===== src/hw/hbc_pkg.sv =====
// Shared constants and types for the host bus control port
package hbc_pkg;

  // ----------------------------------------------------------------
  // Clocking
  // ----------------------------------------------------------------
  localparam int REF_PERIOD_NS      = 4;
  localparam int LCLK_MAX_MHZ       = 50;
  localparam int LCLK_MIN_PERIOD_NS = 1000 / LCLK_MAX_MHZ;
  localparam int LCLK_PERIOD_NS     = 64;
  localparam int LCLK_HALF_CYC      = (LCLK_PERIOD_NS / 2 + REF_PERIOD_NS - 1) / REF_PERIOD_NS;
  localparam logic [3:0] LCLK_HALF_CNT = 4'(LCLK_HALF_CYC - 1);
  localparam logic [3:0] SETTLE_CNT    = 4'h7;
  localparam logic [3:0] EISA_WAIT_CNT = 4'h3;
  // Async ready is trusted only after both pin filters have had time to pass it
  localparam logic [3:0] ASYNC_WAIT_CNT = 4'hc;

  // ----------------------------------------------------------------
  // Widths and decode
  // ----------------------------------------------------------------
  localparam int ADDR_W  = 12;
  localparam int BASE_W  = 8;
  localparam int EVENT_W = 8;
  localparam logic [3:0] BASE_LOW_NIBBLE = 4'h0;

  // ----------------------------------------------------------------
  // Device pin sample vector
  // ----------------------------------------------------------------
  localparam int PIN_W    = 21;
  localparam int P_BCLK   = 0;
  localparam int P_LBS_N  = 1;
  localparam int P_RR_N   = 2;
  localparam int P_RD_N   = 3;
  localparam int P_WR_N   = 4;
  localparam int P_AQ     = 5;
  localparam int P_ADS_N  = 6;
  localparam int P_CYC_N  = 7;
  localparam int P_WNR    = 8;
  localparam int P_ADDR   = 9;
  localparam logic [PIN_W-1:0] PIN_RST = 21'h0000ff;

  // Host side sample vector
  localparam int HS_W    = 3;
  localparam int H_ASYNC_RDY = 0;
  localparam int H_SRDY_N = 1;
  localparam int H_IRQ   = 2;
  localparam logic [HS_W-1:0] HS_RST = 3'h3;

  // ----------------------------------------------------------------
  // State machines
  // ----------------------------------------------------------------
  typedef enum logic [1:0] {
    HBC_D_IDLE = 2'b00,
    HBC_D_BUSY = 2'b01,
    HBC_D_DONE = 2'b11,
    HBC_D_END  = 2'b10
  } hbc_dev_state_t;

  typedef enum logic [2:0] {
    HBC_H_IDLE    = 3'b000,
    HBC_H_ADDR    = 3'b001,
    HBC_H_LATCH   = 3'b011,
    HBC_H_WAIT    = 3'b010,
    HBC_H_RELEASE = 3'b110
  } hbc_host_state_t;

endpackage : hbc_pkg


===== src/hw/hbc_link_if.sv =====
// Pin-level link between the host bus controller and the device port
`timescale 1ns/1ns
interface hbc_link_if;
  import hbc_pkg::*;

  logic              bus_clk;
  logic              local_bus_select_n;
  logic              ready_return_n;
  logic              read_strobe_n;
  logic              write_strobe_n;
  logic              address_qualifier;
  logic [ADDR_W-1:0] upper_address_bits;
  logic              address_latch_strobe_n;
  logic              sync_cycle_n;
  logic              write_not_read;
  logic              async_ready_o;
  logic              async_ready_oe;
  logic              async_ready_out;
  logic              sync_ready_n;
  logic              host_irq;
  logic              local_device_hit_n;

  // Open-drain line with pull-up
  assign async_ready_out = async_ready_oe ? async_ready_o : 1'b1;

  modport device (
    input  bus_clk, local_bus_select_n, ready_return_n, read_strobe_n, write_strobe_n,
    input  address_qualifier, upper_address_bits, address_latch_strobe_n, sync_cycle_n, write_not_read,
    output async_ready_o, async_ready_oe, sync_ready_n, host_irq, local_device_hit_n
  );

  modport host (
    output bus_clk, local_bus_select_n, ready_return_n, read_strobe_n, write_strobe_n,
    output address_qualifier, upper_address_bits, address_latch_strobe_n, sync_cycle_n, write_not_read,
    input  async_ready_out, sync_ready_n, host_irq, local_device_hit_n
  );

endinterface : hbc_link_if


===== src/hw/hbc_device.sv =====
// Device end of the host bus control port
//
// Contract
// - select input low picks local-bus, else EISA
// - bus clock never above 50 MHz
// - host holds bus clock high when asynchronous
// - async ready held low until access completes
// - async ready release timed by device clock
// - sync ready high, falling edge marks completion
// - sync read finishes only after ready return
// - interrupt high on any enabled status event
// - hit when qualifier low and address matches base
// - hit decode combinational from unlatched pins
// - host frames async access with read/write strobe
// - decode only while address qualifier low
// - address and qualifier captured on strobe rise
// - host asserts cycle one/two clocks before data
// - write-not-read high writes, low reads
`timescale 1ns/1ns
module hbc_device
  import hbc_pkg::*;
(
  input  wire logic               ref_clk,
  input  wire logic               arst_n,
  hbc_link_if.device              link,
  input  wire logic [BASE_W-1:0]  base_address_high,
  input  wire logic [EVENT_W-1:0] irq_events,
  input  wire logic [EVENT_W-1:0] irq_enable,
  input  wire logic               acc_done,
  output logic                    acc_start,
  output logic                    acc_write,
  output logic                    acc_sync,
  output logic [ADDR_W-1:0]       acc_address,
  output logic                    mode_local_bus
);

  // ----------------------------------------------------------------
  // Pin synchronisers
  // ----------------------------------------------------------------
  // Every pin crosses three stages; a bit only changes once the
  // second and third stages agree, which also rejects single glitches.
  logic [PIN_W-1:0] pin_s1;
  logic [PIN_W-1:0] pin_s2;
  logic [PIN_W-1:0] pin_s3;
  logic [PIN_W-1:0] pin_f;
  logic [PIN_W-1:0] pin_prev;
  wire  [PIN_W-1:0] pin_raw;
  wire  [PIN_W-1:0] next_pin_f;

  assign pin_raw = {link.upper_address_bits, link.write_not_read, link.sync_cycle_n,
                    link.address_latch_strobe_n, link.address_qualifier, link.write_strobe_n,
                    link.read_strobe_n, link.ready_return_n, link.local_bus_select_n, link.bus_clk};
  assign next_pin_f = (pin_s2 & pin_s3) | (pin_f & (pin_s2 ^ pin_s3));

  always_ff @(posedge ref_clk or negedge arst_n)
  begin
    if (!arst_n)
    begin
      pin_s1   <= PIN_RST;
      pin_s2   <= PIN_RST;
      pin_s3   <= PIN_RST;
      pin_f    <= PIN_RST;
      pin_prev <= PIN_RST;
    end
    else
    begin
      pin_s1   <= pin_raw;
      pin_s2   <= pin_s1;
      pin_s3   <= pin_s2;
      pin_f    <= next_pin_f;
      pin_prev <= pin_f;
    end
  end

  wire              f_bclk  = pin_f[P_BCLK];
  wire              f_lbs_n = pin_f[P_LBS_N];
  wire              f_rr_n  = pin_f[P_RR_N];
  wire              f_rd_n  = pin_f[P_RD_N];
  wire              f_wr_n  = pin_f[P_WR_N];
  wire              f_aq    = pin_f[P_AQ];
  wire              f_cyc_n = pin_f[P_CYC_N];
  wire              f_wnr   = pin_f[P_WNR];
  wire [ADDR_W-1:0] f_addr  = pin_f[P_ADDR +: ADDR_W];
  wire              clk_rise = pin_f[P_BCLK] & ~pin_prev[P_BCLK];
  wire              ads_rise = pin_f[P_ADS_N] & ~pin_prev[P_ADS_N];

  // ----------------------------------------------------------------
  // Address decode
  // ----------------------------------------------------------------
  // The hit output must stay a pure decode of the pins: it may glitch
  // while the address settles, the host qualifies it with its strobes.
  wire [ADDR_W-1:0] base_match = {base_address_high, BASE_LOW_NIBBLE};
  wire              pin_hit    = ~link.address_qualifier & (link.upper_address_bits == base_match);

  assign link.local_device_hit_n = ~pin_hit;

  logic [ADDR_W-1:0] lat_addr;
  logic              lat_aq;

  always_ff @(posedge ref_clk or negedge arst_n)
  begin
    if (!arst_n)
    begin
      lat_addr <= '0;
      lat_aq   <= 1'b1;
    end
    else if (ads_rise)
    begin
      lat_addr <= f_addr;
      lat_aq   <= f_aq;
    end
  end

  wire lat_hit = ~lat_aq & (lat_addr == base_match);

  // ----------------------------------------------------------------
  // Access sequencer
  // ----------------------------------------------------------------
  hbc_dev_state_t state;
  hbc_dev_state_t next_state;
  logic           is_sync;
  logic           srdy_n;
  logic           stretch_oe;

  // Bus clock held high is what marks an asynchronous host
  wire async_go = lat_hit & f_bclk & (~f_rd_n | ~f_wr_n);
  wire sync_go  = lat_hit & clk_rise & ~f_cyc_n;
  wire start    = (state == HBC_D_IDLE) & (sync_go | async_go);
  wire strobes_idle = f_rd_n & f_wr_n;
  // In EISA mode there is no ready handshake, so completion is armed at once
  wire sync_armed = ~mode_local_bus | ~srdy_n;
  wire sync_finish = clk_rise & sync_armed & (acc_write | ~f_rr_n);

  always_comb
  begin
    next_state = state;
    case (state)
      HBC_D_IDLE:
        if (start)
          next_state = HBC_D_BUSY;
      HBC_D_BUSY:
        if (acc_done)
          next_state = HBC_D_DONE;
      HBC_D_DONE:
        if (is_sync ? sync_finish : strobes_idle)
          next_state = is_sync ? HBC_D_END : HBC_D_IDLE;
      HBC_D_END:
        if (f_cyc_n)
          next_state = HBC_D_IDLE;
      default:
        next_state = HBC_D_IDLE;
    endcase
  end

  always_ff @(posedge ref_clk or negedge arst_n)
  begin
    if (!arst_n)
      state <= HBC_D_IDLE;
    else
      state <= next_state;
  end

  // Mode follows the select pin only between accesses
  always_ff @(posedge ref_clk or negedge arst_n)
  begin
    if (!arst_n)
      mode_local_bus <= 1'b0;
    else if (state == HBC_D_IDLE)
      mode_local_bus <= ~f_lbs_n;
  end

  always_ff @(posedge ref_clk or negedge arst_n)
  begin
    if (!arst_n)
    begin
      acc_start   <= 1'b0;
      acc_write   <= 1'b0;
      acc_sync    <= 1'b0;
      acc_address <= '0;
      is_sync     <= 1'b0;
    end
    else
    begin
      acc_start <= start;
      if (start)
      begin
        is_sync     <= sync_go;
        acc_sync    <= sync_go;
        acc_write   <= sync_go ? f_wnr : ~f_wr_n;
        acc_address <= lat_addr;
      end
    end
  end

  // ----------------------------------------------------------------
  // Ready outputs
  // ----------------------------------------------------------------
  // The async release is taken straight from the core's done on the
  // device clock, so the host must resynchronise it.
  always_ff @(posedge ref_clk or negedge arst_n)
  begin
    if (!arst_n)
      stretch_oe <= 1'b0;
    else if (start & async_go & ~sync_go)
      stretch_oe <= 1'b1;
    else if (acc_done)
      stretch_oe <= 1'b0;
  end

  always_ff @(posedge ref_clk or negedge arst_n)
  begin
    if (!arst_n)
      srdy_n <= 1'b1;
    else if (state != HBC_D_DONE)
      srdy_n <= 1'b1;
    else if (is_sync & mode_local_bus & clk_rise)
      srdy_n <= sync_finish;
  end

  assign link.async_ready_o  = 1'b0;
  assign link.async_ready_oe = stretch_oe;
  assign link.sync_ready_n   = srdy_n;

  // ----------------------------------------------------------------
  // Interrupt
  // ----------------------------------------------------------------
  logic irq;

  always_ff @(posedge ref_clk or negedge arst_n)
  begin
    if (!arst_n)
      irq <= 1'b0;
    else
      irq <= |(irq_events & irq_enable);
  end

  assign link.host_irq = irq;

endmodule : hbc_device


===== src/flat_wrapper.sv =====
// flat-port wrapper written by rule: the top's interface ports become plain ports
module hbc_device_flat import hbc_pkg::*;
  (ref_clk, arst_n, base_address_high, irq_events, irq_enable, acc_done, acc_start, acc_write, acc_sync, acc_address, mode_local_bus, link_bus_clk, link_local_bus_select_n, link_ready_return_n, link_read_strobe_n, link_write_strobe_n, link_address_qualifier, link_upper_address_bits, link_address_latch_strobe_n, link_sync_cycle_n, link_write_not_read, link_async_ready_o, link_async_ready_oe, link_sync_ready_n, link_host_irq, link_local_device_hit_n);
  hbc_link_if link_i ();
  input  wire logic ref_clk;
  input  wire logic arst_n;
  input  wire logic [BASE_W-1:0] base_address_high;
  input  wire logic [EVENT_W-1:0] irq_events;
  input  wire logic [EVENT_W-1:0] irq_enable;
  input  wire logic acc_done;
  output logic acc_start;
  output logic acc_write;
  output logic acc_sync;
  output logic [ADDR_W-1:0] acc_address;
  output logic mode_local_bus;
  input wire logic [$bits(link_i.bus_clk)-1:0] link_bus_clk;
  input wire logic [$bits(link_i.local_bus_select_n)-1:0] link_local_bus_select_n;
  input wire logic [$bits(link_i.ready_return_n)-1:0] link_ready_return_n;
  input wire logic [$bits(link_i.read_strobe_n)-1:0] link_read_strobe_n;
  input wire logic [$bits(link_i.write_strobe_n)-1:0] link_write_strobe_n;
  input wire logic [$bits(link_i.address_qualifier)-1:0] link_address_qualifier;
  input wire logic [$bits(link_i.upper_address_bits)-1:0] link_upper_address_bits;
  input wire logic [$bits(link_i.address_latch_strobe_n)-1:0] link_address_latch_strobe_n;
  input wire logic [$bits(link_i.sync_cycle_n)-1:0] link_sync_cycle_n;
  input wire logic [$bits(link_i.write_not_read)-1:0] link_write_not_read;
  output wire logic [$bits(link_i.async_ready_o)-1:0] link_async_ready_o;
  output wire logic [$bits(link_i.async_ready_oe)-1:0] link_async_ready_oe;
  output wire logic [$bits(link_i.sync_ready_n)-1:0] link_sync_ready_n;
  output wire logic [$bits(link_i.host_irq)-1:0] link_host_irq;
  output wire logic [$bits(link_i.local_device_hit_n)-1:0] link_local_device_hit_n;
  assign link_i.bus_clk = link_bus_clk;
  assign link_i.local_bus_select_n = link_local_bus_select_n;
  assign link_i.ready_return_n = link_ready_return_n;
  assign link_i.read_strobe_n = link_read_strobe_n;
  assign link_i.write_strobe_n = link_write_strobe_n;
  assign link_i.address_qualifier = link_address_qualifier;
  assign link_i.upper_address_bits = link_upper_address_bits;
  assign link_i.address_latch_strobe_n = link_address_latch_strobe_n;
  assign link_i.sync_cycle_n = link_sync_cycle_n;
  assign link_i.write_not_read = link_write_not_read;
  assign link_async_ready_o = link_i.async_ready_o;
  assign link_async_ready_oe = link_i.async_ready_oe;
  assign link_sync_ready_n = link_i.sync_ready_n;
  assign link_host_irq = link_i.host_irq;
  assign link_local_device_hit_n = link_i.local_device_hit_n;
  hbc_device u_core (.ref_clk(ref_clk), .arst_n(arst_n), .link(link_i), .base_address_high(base_address_high), .irq_events(irq_events), .irq_enable(irq_enable), .acc_done(acc_done), .acc_start(acc_start), .acc_write(acc_write), .acc_sync(acc_sync), .acc_address(acc_address), .mode_local_bus(mode_local_bus));
endmodule

===== config.mk =====
export PLATFORM = sky130hd
export DESIGN_NAME = hbc_device_flat
export DESIGN_NICKNAME = d
export VERILOG_FILES = /design/src/hw/hbc_pkg.sv /design/src/hw/hbc_link_if.sv /design/src/hw/hbc_device.sv /design/src/flat_wrapper.sv
export SDC_FILE = /design/constraint.sdc
export NUM_CORES = 1
export LEC_CHECK = 0
export BUFFER_PORTS_ARGS = -buffer_cell sky130_fd_sc_hd__buf_2
export CORE_UTILIZATION = 45
export DETAILED_ROUTE_END_ITERATION = 12
export MAX_ROUTING_LAYER = met4
export PLACE_DENSITY_LB_ADDON = 0.12
export SYNTH_ARGS = -nofsm -noshare
export SYNTH_HDL_FRONTEND = slang
export SYNTH_SLANG_ARGS = --single-unit

===== constraint.sdc =====
create_clock -name ref_clk -period 6.1 [get_ports ref_clk]
set_input_delay 1.22 -clock ref_clk [delete_from_list [all_inputs] [get_ports ref_clk]]
set_output_delay 1.22 -clock ref_clk [all_outputs]
set_load 0.01 [all_outputs]

==> results.tsv, run 1 <==
stage	metric	value	unit
clocking	cts_max_level	4	
drt	drtPass1Iterations	4	
die	ios	69	
final_layout	layout-drive-gt1-share	46.6	%
place	place_ws	2.32	ns
timing	hold_viol_final	0	
clocking	cts_tree	yes	
synth	synth_compound_area_share	5.92	%
timing	drv_slew	0	
critical_path	cp-end-kind	primary output	
timing	hold_slack	0.346	ns
drt	vias_per_cell	4.91	
grt	gr-total-overflow	0	
clocking	insertion_delay	0.51	ns
timing	finClkSkew	0.00770	ns
power_and_ir_drop	total_power	2.01	mW
place	dpl_cell_area	4710	um^2
critical_path	cp_max_fo	2	
place	numPortBuffers	67	
critical_path	arrival	2.59	ns
drt	ant_nets	0	
critical_path	worstRegToRegCells	5	
clocking	hold_buffers	0	
timing	worst_slew_pin_slew	0.909	ns
timing	min_period	3.81	ns
critical_path	cp-start-kind	input pin	
synth	syn_area	4250	um^2
synth	synth_top_family_by_area	multiplexers	
final_layout	finalInstanceArea	5270	um^2
critical_path	r2r-end	u_core.acc_address[10]	
drt	routed_wl	6.64	mm
synth	syn-num-nets	328	
synth	avgSynthCellArea	16.4	um^2
synth	synthMuxAreaShare	6.33	%
synth	synth_cell_types	36	
grt	antenna_found_initial	0	
timing	relSlewSlack	39.4	%
synth	ys_ff_latch	120	
synth	synth-simple-area-share	5.71	%
clocking	post_cts_buffers	0	
grt	grt_pass1_wl	11.4	mm
power_and_ir_drop	p_per_area	382	nW/um^2
drt	post-route-drc-count	0	
critical_path	r2r-start	u_core.pin_f[0]	
drt	wl_per_cell	14.2	um
die	die_h	99.2	um
final_layout	synthToLayoutAreaGrowth	24.1	%
timing	period_share	62.5	%
die	start_util	46.2	%
grt	grt_pass1_vias	2372	
clocking	clkSlewWorstSetupHoldPaths	0.05	ns
critical_path	crit_path_end	link_local_device_hit_n	
timing	max_freq	262	MHz
place	dp_hpwl	4.33	mm
min_path	hold_path.class	register to register	
critical_path	crit_type	input pin to primary output	
die	rows	35	
place	finalWeightedCongestion	0.757	
drt	vias	2292	
outcome	status	complete, no violations	
synth	yosysSeqAreaShare	71.8	%
timing	setup_viol	0	
final_layout	insertedDiodeCount	0	
clocking	cts-root-buf	clkbuf_8	
clocking	cts.repair.resized	0	
clocking	numCtsBuffers	17	
timing	rsz0062_at_grt	false	
die	die_x	99.2	um
power_and_ir_drop	max-vdd-ir-drop	0.181	mV
synth	yosysWarnings	0	
synth	netlist_instances	259	
timing	fin_setup_tns	0	ns
drt	first_iter_violations	86	
synth	synthAdderAreaFrac	6.19	%
critical_path	cp.required	4.88	ns
clocking	clock-sinks	120	
die	die_area	9830	um^2
min_path	whs_path_depth	0	
timing	fin_ws	2.29	ns
critical_path	crit_start	link_upper_address_bits[0]	
final_layout	nets	412	
clocking	cts_buffer_depth	2	
grt	track_usage	16.4	%
critical_path	reg2reg_slack	3.64	ns
power_and_ir_drop	leakage	2.57	nW
die	core	9200	um^2
grt	grt_max_degree	76	
synth	synth_xor_xnor_area_share	3.30	%
run	maxCapViolCount	0	
[flip-flops by register name, indices dropped and copies added, names as in the netlist]
| signal | flops |
|---|---|
| u_core.pin_f | 21 |
| u_core.acc_start | 1 |
| u_core.acc_sync | 1 |
| u_core.lat_addr | 12 |
| u_core.pin_s2 | 21 |
| u_core.acc_address | 12 |
| u_core.pin_prev | 2 |
| u_core.acc_write | 1 |
| u_core.link.host_irq | 1 |
| u_core.pin_s3 | 21 |
| u_core.state | 2 |
| u_core.link.sync_ready_n | 1 |
| u_core.mode_local_bus | 1 |
| u_core.lat_aq | 1 |
| u_core.pin_s1 | 21 |
| u_core.link.async_ready_oe | 1 |
[kinds of logic (layout without fill, tap and decap cells)]
family                     Yosys count  after routing
DFF                                120            120
and+or+nand+nor                     40             40
AOI/OAI and AO/OA                   34             34
muxes                               22             22
adders and majority gates           21             21
xor gates and xnor gates            16             16
buffers and inverters                5            102
other                                1              1
[cell type report]
| cell class | instances | area [um^2] |
|---|---|---|
| Clock inverter | 12 | 126 |
| Sequential cell | 120 | 3050 |
| Timing Repair Buffer | 68 | 345 |
| Fill cell | 749 | 3930 |
| Inverter | 2 | 7.51 |
| Clock buffer | 20 | 435 |
| Multi-Input combinational cell | 134 | 1170 |
| Tap cell | 111 | 139 |
[cells in the mapped netlist (all sizes together)]
cell	number	area share [%]
nor4	5	0.74
o21ai	5	0.68
a2111oi	1	0.21
nor2	5	0.44
or3	1	0.15
nand2b	1	0.15
nand4b	1	0.21
o22ai	1	0.15
dfstp	36	22
or4	1	0.18
nor2b	1	0.15
or4b	1	0.32
mux2i	1	0.24
nor4b	1	0.56
xnor2	6	1.2
nand2	11	0.97
ha	21	6.2
inv	2	0.18
or2	3	0.44
dfrtp	84	49
nand4	4	0.59
a21o	21	3.7
conb	1	0.088
xor2	10	2.1
mux2	21	6.1
buf	3	0.53
a2bb2oi	1	0.21
nor3	1	0.12
a22o	1	0.24
a22oi	4	0.71
and2	4	0.71
[where the power goes]
| part | switching, mW | total (mW) | internal, mW | leakage, nW |
|---|---|---|---|---|
| registers | 0.0446 | 0.926 | 0.882 | 1.40 |
| clock network | 0.345 | 0.934 | 0.589 | 0.265 |
| logic | 0.0727 | 0.153 | 0.0798 | 0.904 |
[per-stage QoR]
| step | std cells | util [%] |
|---|---|---|
| 5_1_grt | 467 | 57.3 |
| 2_1_floorplan | 259 | - |
| 3_5_place_dp | 435 | 51.2 |
| 3_3_place_gp | 435 | 51.2 |
| 6_report | 467 | 57.3 |
| 4_1_cts | 467 | 57.3 |
[cell usage in the layout (no fill, tap or decap), types with 2 or more instances in the layout]
master,instances
buf_2,66
inv_1,2
o21ai_0,4
or2_2,3
ha_1,21
clkbuf_8,2
dfrtp_1,84
xor2_1,10
nand2_1,11
and2_2,4
bufinv_16,2
a22oi_1,4
clkbuf_16,16
clkinvlp_4,4
nand4_1,4
buf_4,2
clkbuf_1,2
clkinv_2,3
nor4_1,5
dfstp_2,36
xnor2_1,6
mux2_2,15
nor2_1,5
a21o_1,20
mux2_4,6
[how the worst min path moves through the flow]
stage                           start                end  slack, ns
floorplan           u_core.pin_s1[10]  u_core.pin_s2[10]       0.33
global placement    u_core.pin_s1[15]  u_core.pin_s2[15]       0.33
detailed placement  u_core.pin_s1[10]  u_core.pin_s2[10]       0.34
CTS                 u_core.pin_s1[12]  u_core.pin_s2[12]       0.35
global route        u_core.pin_s1[12]  u_core.pin_s2[12]       0.35
finish              u_core.pin_s1[12]  u_core.pin_s2[12]       0.35
[worst max-delay path, stage by stage]
cell     delay, ns
buf_2         0.10
or4_1         0.57
nor4_1        0.36
nand4_1       0.17
buf_2         0.17
[metal layers]
| layer | vias to the layer above | global-route usage (%) | share of wire [%] |
|---|---|---|---|
| li1 | 1079 | - | - |
| met5 | - | - | 0 |
| met1 | 1146 | 20.7 | 48 |
| met2 | 60 | 23.6 | 46 |
| met4 | 0 | 6.45 | 0.98 |
| met3 | 7 | 6.75 | 5.0 |
No activity file was read; power rests on OpenSTA's default activity.
==> run 2, diff against run 1 <==
--- a/config.mk
+++ b/config.mk
@@ -5,6 +5,7 @@
 export SDC_FILE = /design/constraint.sdc
 export NUM_CORES = 1
 export LEC_CHECK = 0
+export ABC_AREA = 1
 export BUFFER_PORTS_ARGS = -buffer_cell sky130_fd_sc_hd__buf_2
 export CORE_UTILIZATION = 45
 export DETAILED_ROUTE_END_ITERATION = 12
==> constraint.sdc (replaced) <==
create_clock -name ref_clk -period 3.35 [get_ports ref_clk]
set_input_delay 0.67 -clock ref_clk [delete_from_list [all_inputs] [get_ports ref_clk]]
set_output_delay 0.67 -clock ref_clk [all_outputs]
set_load 0.01 [all_outputs]
==> results.tsv, run 2 <==
stage	metric	value	unit	change
min_path	hold_path.class	input pin to asynchronous set/reset pin		
critical_path	cp-end-kind	primary output		
clocking	cts_buffer_depth	2		unchanged
clocking	cts-root-buf	clkbuf_8		
power_and_ir_drop	max-vdd-ir-drop	0.337	mV	+86%
synth	synth_area_leaders	dfrtp_1 48%, dfstp_2 22%, ha_1 6.0%		
synth	synth_xor_xnor_area_share	1.00	%	-2.3 points
clocking	hold_buffers	0		unchanged
power_and_ir_drop	sw_frac_of_total	24.6	%	+1.6 points
power_and_ir_drop	internal-power	2.94	mW	+90%
die	start_util	47.0	%	+0.77 points
synth	yosysWarnings	0		unchanged
synth	synthAdderAreaFrac	6.00	%	-0.19 points
critical_path	arrival	1.80	ns	-0.79 ns
die	rows	35		unchanged
power_and_ir_drop	p_per_area	715	nW/um^2	+87%
synth	synth-simple-area-share	11.3	%	+5.5 points
synth	syn-num-nets	414		+26%
timing	max_freq	405	MHz	
grt	grt_pass1_vias	2724		+15%
timing	worst_slew_pin_slew	0.794	ns	-0.114 ns
critical_path	crit_type	input pin to primary output		
synth	synth_top_area_share	48.0	%	-1.5 points
final_layout	layout_common_cells	84 x dfrtp_1, 66 x buf_2, 56 x nand2_1		
die	die_h	101	um	+1.5%
synth	synth_area_leader_cell	dfrtp_1		
critical_path	cp_max_fo	2		unchanged
die	core	9330	um^2	+1.4%
run	maxCapViolCount	0		unchanged
synth	synth_compound_area_share	7.28	%	+1.4 points
place	dp_hpwl	4.90	mm	+13%
critical_path	cp_common_cell	buf_2		
timing	hold_viol_final	0		unchanged
final_layout	final-seq-area	3050	um^2	unchanged
final_layout	utilization	58.5	%	+1.2 points
grt	antenna_found_initial	0		unchanged
clocking	clock-sinks	120		unchanged
die	die_area	10100	um^2	+3.1%
place	finalWeightedCongestion	0.767		+1.4%
timing	period_share	73.8	%	
synth	netlist_instances	345		+33%
timing	setup_viol	0		unchanged
drt	drtPass1Iterations	4		unchanged
clocking	insertion_delay	0.50	ns	about the same
timing	min_period	2.47	ns	
synth	yosysSeqAreaShare	69.6	%	-2.2 points
critical_path	cp.required	2.68	ns	-2.20 ns
die	ios	69		unchanged
drt	routed_wl	7.33	mm	+10%
power_and_ir_drop	clkPwrFrac	46.8	%	+0.4 points
synth	avgSynthCellArea	12.7	um^2	-23%
drt	first_iter_violations	89		+3.5%
power_and_ir_drop	pwr-share-seq	43.7	%	-2.3 points
grt	gr-total-overflow	0		unchanged
final_layout	nets	495		+20%
power_and_ir_drop	p_comb_share	9.5	%	+1.9 points
place	numPortBuffers	67		unchanged
drt	vias	2618		+14%
clocking	clkSlewWorstSetupHoldPaths	0.06	ns	about the same
final_layout	multiInputGateArea	1170	um^2	-0.21%
critical_path	worstRegToRegCells	6		+1
final_layout	fill_cells	785		+4.8%
synth	ys_dominant_reg_cell	dfrtp_1		
outcome	status	complete, no violations		
clocking	numCtsBuffers	17		unchanged
final_layout	final_common_cell	dfrtp_1		
clocking	cts.repair.resized	0		unchanged
synth	yosysMostFrequentCell	dfrtp_1		
final_layout	layout-drive-gt1-share	34.2	%	-12 points
synth	syn_area	4380	um^2	+3.1%
die	die_x	101	um	+1.5%
power_and_ir_drop	p_switching	0.960	mW	+110%
synth	synth_cell_types	32		-11%
timing	relSlewSlack	46.9	%	+7.5 points
synth	synth_commonest_cells	84 x dfrtp_1, 56 x nand2_1, 36 x dfstp_2		
timing	fin_setup_tns	0	ns	unchanged
place	place_ws	0.880	ns	-1.44 ns
grt	grt_max_degree	86		+13%
drt	wl_per_cell	12.9	um	-9.2%
synth	synthMuxAreaShare	1.03	%	-5.3 points
synth	synth_top_family_by_area	simple AND/OR/NAND/NOR gates		
timing	finClkSkew	0.00692	ns	-0.000777 ns
critical_path	crit_slowest_cell	nor4_1		
critical_path	crit_chain	buf_2 -> or2_2 -> nor4_1 -> o2111ai_1 -> buf_2		
critical_path	critPathMaxStageDelay	0.38	ns	-0.19 ns
drt	post-route-drc-count	0		unchanged
final_layout	insertedDiodeCount	0		unchanged
drt	ant_nets	0		unchanged
clocking	post_cts_buffers	0		unchanged
clocking	cts_max_level	4		unchanged
timing	drv_slew	0		unchanged
clocking	cts_tree	yes		
timing	fin_ws	0.879	ns	-1.41 ns
power_and_ir_drop	leakage	2.80	nW	+9.0%
timing	rsz0062_at_grt	false		
synth	synthArstFlopShare	100	%	unchanged
synth	synth_edf_count	0		unchanged
grt	track_usage	17.0	%	+0.65 points
final_layout	synthToLayoutAreaGrowth	24.6	%	
grt	grt_pass1_wl	12.4	mm	+8.7%
critical_path	cp-start-kind	input pin		
synth	ys_ff_latch	120		unchanged
drt	vias_per_cell	4.61		-6.1%
==> run 2: changes by cell type in the layout (fill, tap and decap cells not counted), moves of 4 or more <==
cell        change
inv_1          +28
nand3_1        +17
nand2_1        +45
nor2_1         +18
a22oi_1         -4
nor4_1          -4
mux2_4          -6
mux2_2         -11
and2_2          -4
clkinvlp_4      -4
nand2_2         +4
a21oi_1        +15
xor2_1          -8
==> run 2: logic make-up (layout without fill, tap and decap cells) <==
family          count (synthesis)  in the layout
compound gates                 48             48
other cells                     1              1
flops                         120            120
fa+ha+maj                      21             21
simple gates                  110            110
mux                             4              4
buf+inv                        36            130
xor+xnor                        5              5
==> run 2: critical path: cells and delay by family <==
family                 cells  cell delay (ns)
AND/OR/NAND/NOR            2             0.70
AO/OA/AOI/OAI              1             0.16
buffers and inverters      2             0.27
==> run 2: worst paths after layout <==
| path | startpoint | to | slack, ns |
|---|---|---|---|
| worst max-delay path | link_upper_address_bits[1] | link_local_device_hit_n | 0.88 |
| worst min-delay path | arst_n | u_core.pin_s3[18] | 0.12 |
| worst max register to register | u_core.pin_f[0] | u_core.acc_write | 1.32 |
| worst min register to register | u_core.pin_s1[17] | u_core.pin_s2[17] | 0.35 |
| max in group asynchronous | arst_n | u_core.pin_f[1] | 2.40 |
| min in group ref_clk | link_local_bus_select_n | u_core.pin_s1[1] | 0.26 |
==> run 2: final cells by class <==
| class | count | share of cell area (%) |
|---|---|---|
| Clock buffer | 20 | 8.76 |
| Clock inverter | 12 | 2.43 |
| Inverter | 30 | 2.06 |
| Multi-Input combinational cell | 189 | 21.4 |
| Sequential cell | 120 | 55.8 |
| Tap cell | 129 | 2.96 |
| Timing Repair Buffer | 68 | 6.56 |
==> run 2: power groups by stage <==
stage	sequential, mW	combinational, mW	clock, mW
floorplan	1.71	0.245	0
global placement	1.73	0.358	0
detailed placement	1.73	0.375	0
CTS	1.71	0.376	1.87
global route	1.72	0.426	1.94
finish	1.71	0.369	1.83
==> run 2: through the flow <==
step	std cells	cell area [um^2]	hold WS (ns)	power (mW)
after floorplan	345	4380	0.331	1.95
after global placement	536	4850	0.331	2.08
after detailed placement	536	4850	0.335	2.10
after CTS	568	5460	0.119	3.96
after global routing	568	5460	0.140	4.09
final	568	5460	0.122	3.90
==> run 2: routing by layer <==
metal | part of all wire, % | vias up | routed length, um | track usage (%)
li1 | - | 1299 | - | -
met1 | 46 | 1245 | 3390 | 20.8
met2 | 48 | 70 | 3500 | 26.3
met3 | 5.2 | 4 | 384 | 5.48
met4 | 0.74 | 0 | 54 | 7.02
met5 | 0 | - | 0 | -
==> run 3, diff against run 2 <==
==> constraint.sdc (replaced) <==
create_clock -name ref_clk -period 2.2 [get_ports ref_clk]
set_input_delay 0.44 -clock ref_clk [delete_from_list [all_inputs] [get_ports ref_clk]]
set_output_delay 0.44 -clock ref_clk [all_outputs]
set_load 0.01 [all_outputs]
==> results.tsv, run 3 (synthesis results as in run 2) <==
stage	metric	value	unit	change
critical_path	crit_slowest_cell	nor4_1		
die	die_h	101	um	unchanged
timing	worst_slew_pin_slew	0.565	ns	-0.229 ns
final_layout	layout-drive-gt1-share	34.6	%	+0.43 points
clocking	cts_max_level	4		unchanged
drt	first_iter_violations	58		-35%
timing	relSlewSlack	62.3	%	+15 points
final_layout	layout_common_cells	84 x dfrtp_1, 66 x buf_2, 56 x nand2_1		
die	start_util	47.0	%	unchanged
grt	grt_pass1_wl	13.0	mm	+4.9%
clocking	clkSlewWorstSetupHoldPaths	0.06	ns	about the same
run	maxCapViolCount	0		unchanged
min_path	hold_path.class	input pin to register		
grt	track_usage	18.0	%	+0.96 points
clocking	cts_tree	yes		
timing	period_share	89.7	%	
power_and_ir_drop	max-vdd-ir-drop	0.465	mV	+38%
grt	gr-total-overflow	0		unchanged
final_layout	insertedDiodeCount	0		unchanged
die	die_area	10100	um^2	unchanged
critical_path	critPathMaxStageDelay	0.37	ns	about the same
timing	hold_viol_final	0		unchanged
grt	antenna_found_initial	0		unchanged
place	dp_hpwl	5.20	mm	+6.2%
critical_path	crit_type	input pin to primary output		
clocking	numCtsBuffers	17		unchanged
drt	routed_wl	7.47	mm	+1.9%
drt	vias	2703		+3.2%
critical_path	crit_chain	buf_2 -> or2_2 -> nor4_1 -> o2111ai_1 -> buf_2		
grt	grt_pass1_vias	2835		+4.1%
final_layout	nets	504		+1.8%
place	numPortBuffers	67		unchanged
critical_path	crit_buf_inv	2		unchanged
final_layout	fill_cells	767		-2.3%
timing	max_freq	507	MHz	
drt	vias_per_cell	4.68		+1.6%
critical_path	cp_max_fo	2		unchanged
final_layout	synthToLayoutAreaGrowth	25.1	%	
final_layout	finalInstanceArea	5480	um^2	+0.44%
drt	post-route-drc-count	0		unchanged
clocking	cts-root-buf	clkbuf_8		
clocking	post_cts_buffers	0		unchanged
timing	finClkSkew	0.00754	ns	+0.000621 ns
timing	drv_slew	0		unchanged
timing	min_period	1.97	ns	
critical_path	arrival	1.53	ns	-0.27 ns
drt	drtPass1Iterations	4		unchanged
critical_path	cp-end-kind	primary output		
final_layout	final_common_cell	dfrtp_1		
clocking	clock-sinks	120		unchanged
clocking	cts_buffer_depth	2		unchanged
die	ios	69		unchanged
critical_path	cp.required	1.76	ns	-0.92 ns
place	dpl_cell_area	4910	um^2	+1.3%
critical_path	cp-start-kind	input pin		
grt	grt_max_degree	44		-49%
die	rows	35		unchanged
drt	wl_per_cell	12.9	um	+0.29%
critical_path	cp_common_cell	buf_2		
drt	ant_nets	0		unchanged
timing	fin_setup_tns	0	ns	unchanged
timing	setup_viol	0		unchanged
timing	rsz0062_at_grt	false		
die	core	9330	um^2	unchanged
die	die_x	101	um	unchanged
clocking	insertion_delay	0.50	ns	about the same
outcome	status	complete, no violations		
critical_path	cp_top_family	simple AND/OR/NAND/NOR gates		
power_and_ir_drop	leakage	2.82	nW	+0.63%
power_and_ir_drop	p_per_area	1030	nW/um^2	+44%
place	finalWeightedCongestion	0.778		+1.4%
## run 3: changes by cell type in the layout (fill, tap and decap cells not counted)
cell | before | now
inv_6 | 3 | 1
bufinv_16 | 2 | 0
buf_12 | 1 | 2
clkinv_2 | 2 | 5
buf_4 | 1 | 7
clkbuf_1 | 0 | 2
inv_4 | 3 | 2
dlygate4sd3_1 | 0 | 2
## run 3: worst register-to-register path, delay by kind of cell (launching register included)
kind	cells	cell delay, ns
and+or+nand+nor	7	1.14
DFF	1	0.37
## run 3: worst paths after layout
check | startpoint | end | slack [ns] | cells after the start
max | link_upper_address_bits[1] | link_local_device_hit_n | 0.23 | 5
min | link_read_strobe_n | u_core.pin_s1[3] | 0.03 | 1
max reg2reg | u_core.lat_addr[1] | u_core.acc_write | 0.65 | 7
min reg2reg | u_core.pin_s1[13] | u_core.pin_s2[13] | 0.35 | 0
max in group asynchronous | arst_n | u_core.pin_f[1] | 1.05 | 3
min in group asynchronous | arst_n | u_core.pin_s3[20] | 0.47 | 2
## run 3: where the power goes
group,total [mW],internal (mW),switching (mW)
clock network,2.48,1.54,0.936
logic,0.584,0.241,0.344
registers,2.60,2.46,0.135
total,5.66,4.25,1.41
## run 3: final cells by class
cell class / instances / area [um^2] / area share (%)
repair buffers: 77 / 443 / 8.08
inverters: 30 / 113 / 2.05
clock buffers: 22 / 485 / 8.86
multi-input cells: 189 / 1170 / 21.3
well taps: 129 / 161 / 2.94
flip-flops and latches: 120 / 3050 / 55.6
clock inverters: 10 / 63.8 / 1.16
## run 3: repair_timing
action | 4_1_cts | 5_1_grt
setup endpoints to repair | 0 | 0
endpoints found under the hold margin | 34 | 1
resized for setup | 0 | 0
hold buffers | 1 | 1
## run 3: per-stage QoR
step,hold slack (ns),std cells,util [%],power [mW],worst slack (ns)
floorplan,0.144,345,-,2.97,0.613
global placement,0.332,543,52.7,3.19,0.188
global route,0.00172,577,58.8,5.96,0.104
finish,0.0308,577,58.8,5.66,0.226
CTS,0.00465,576,58.7,5.74,0.176
detailed placement,0.335,543,52.7,3.22,0.176
## run 3: per-layer routing
layer  part of all wire (%)  vias to the layer above  global-route usage (%)
li1                       -                     1319                       -
met1                     46                     1297                    21.6
met2                     47                       71                    27.4
met3                    4.5                       16                    5.48
met4                    2.3                        0                    9.36
met5                      0                        -                       -
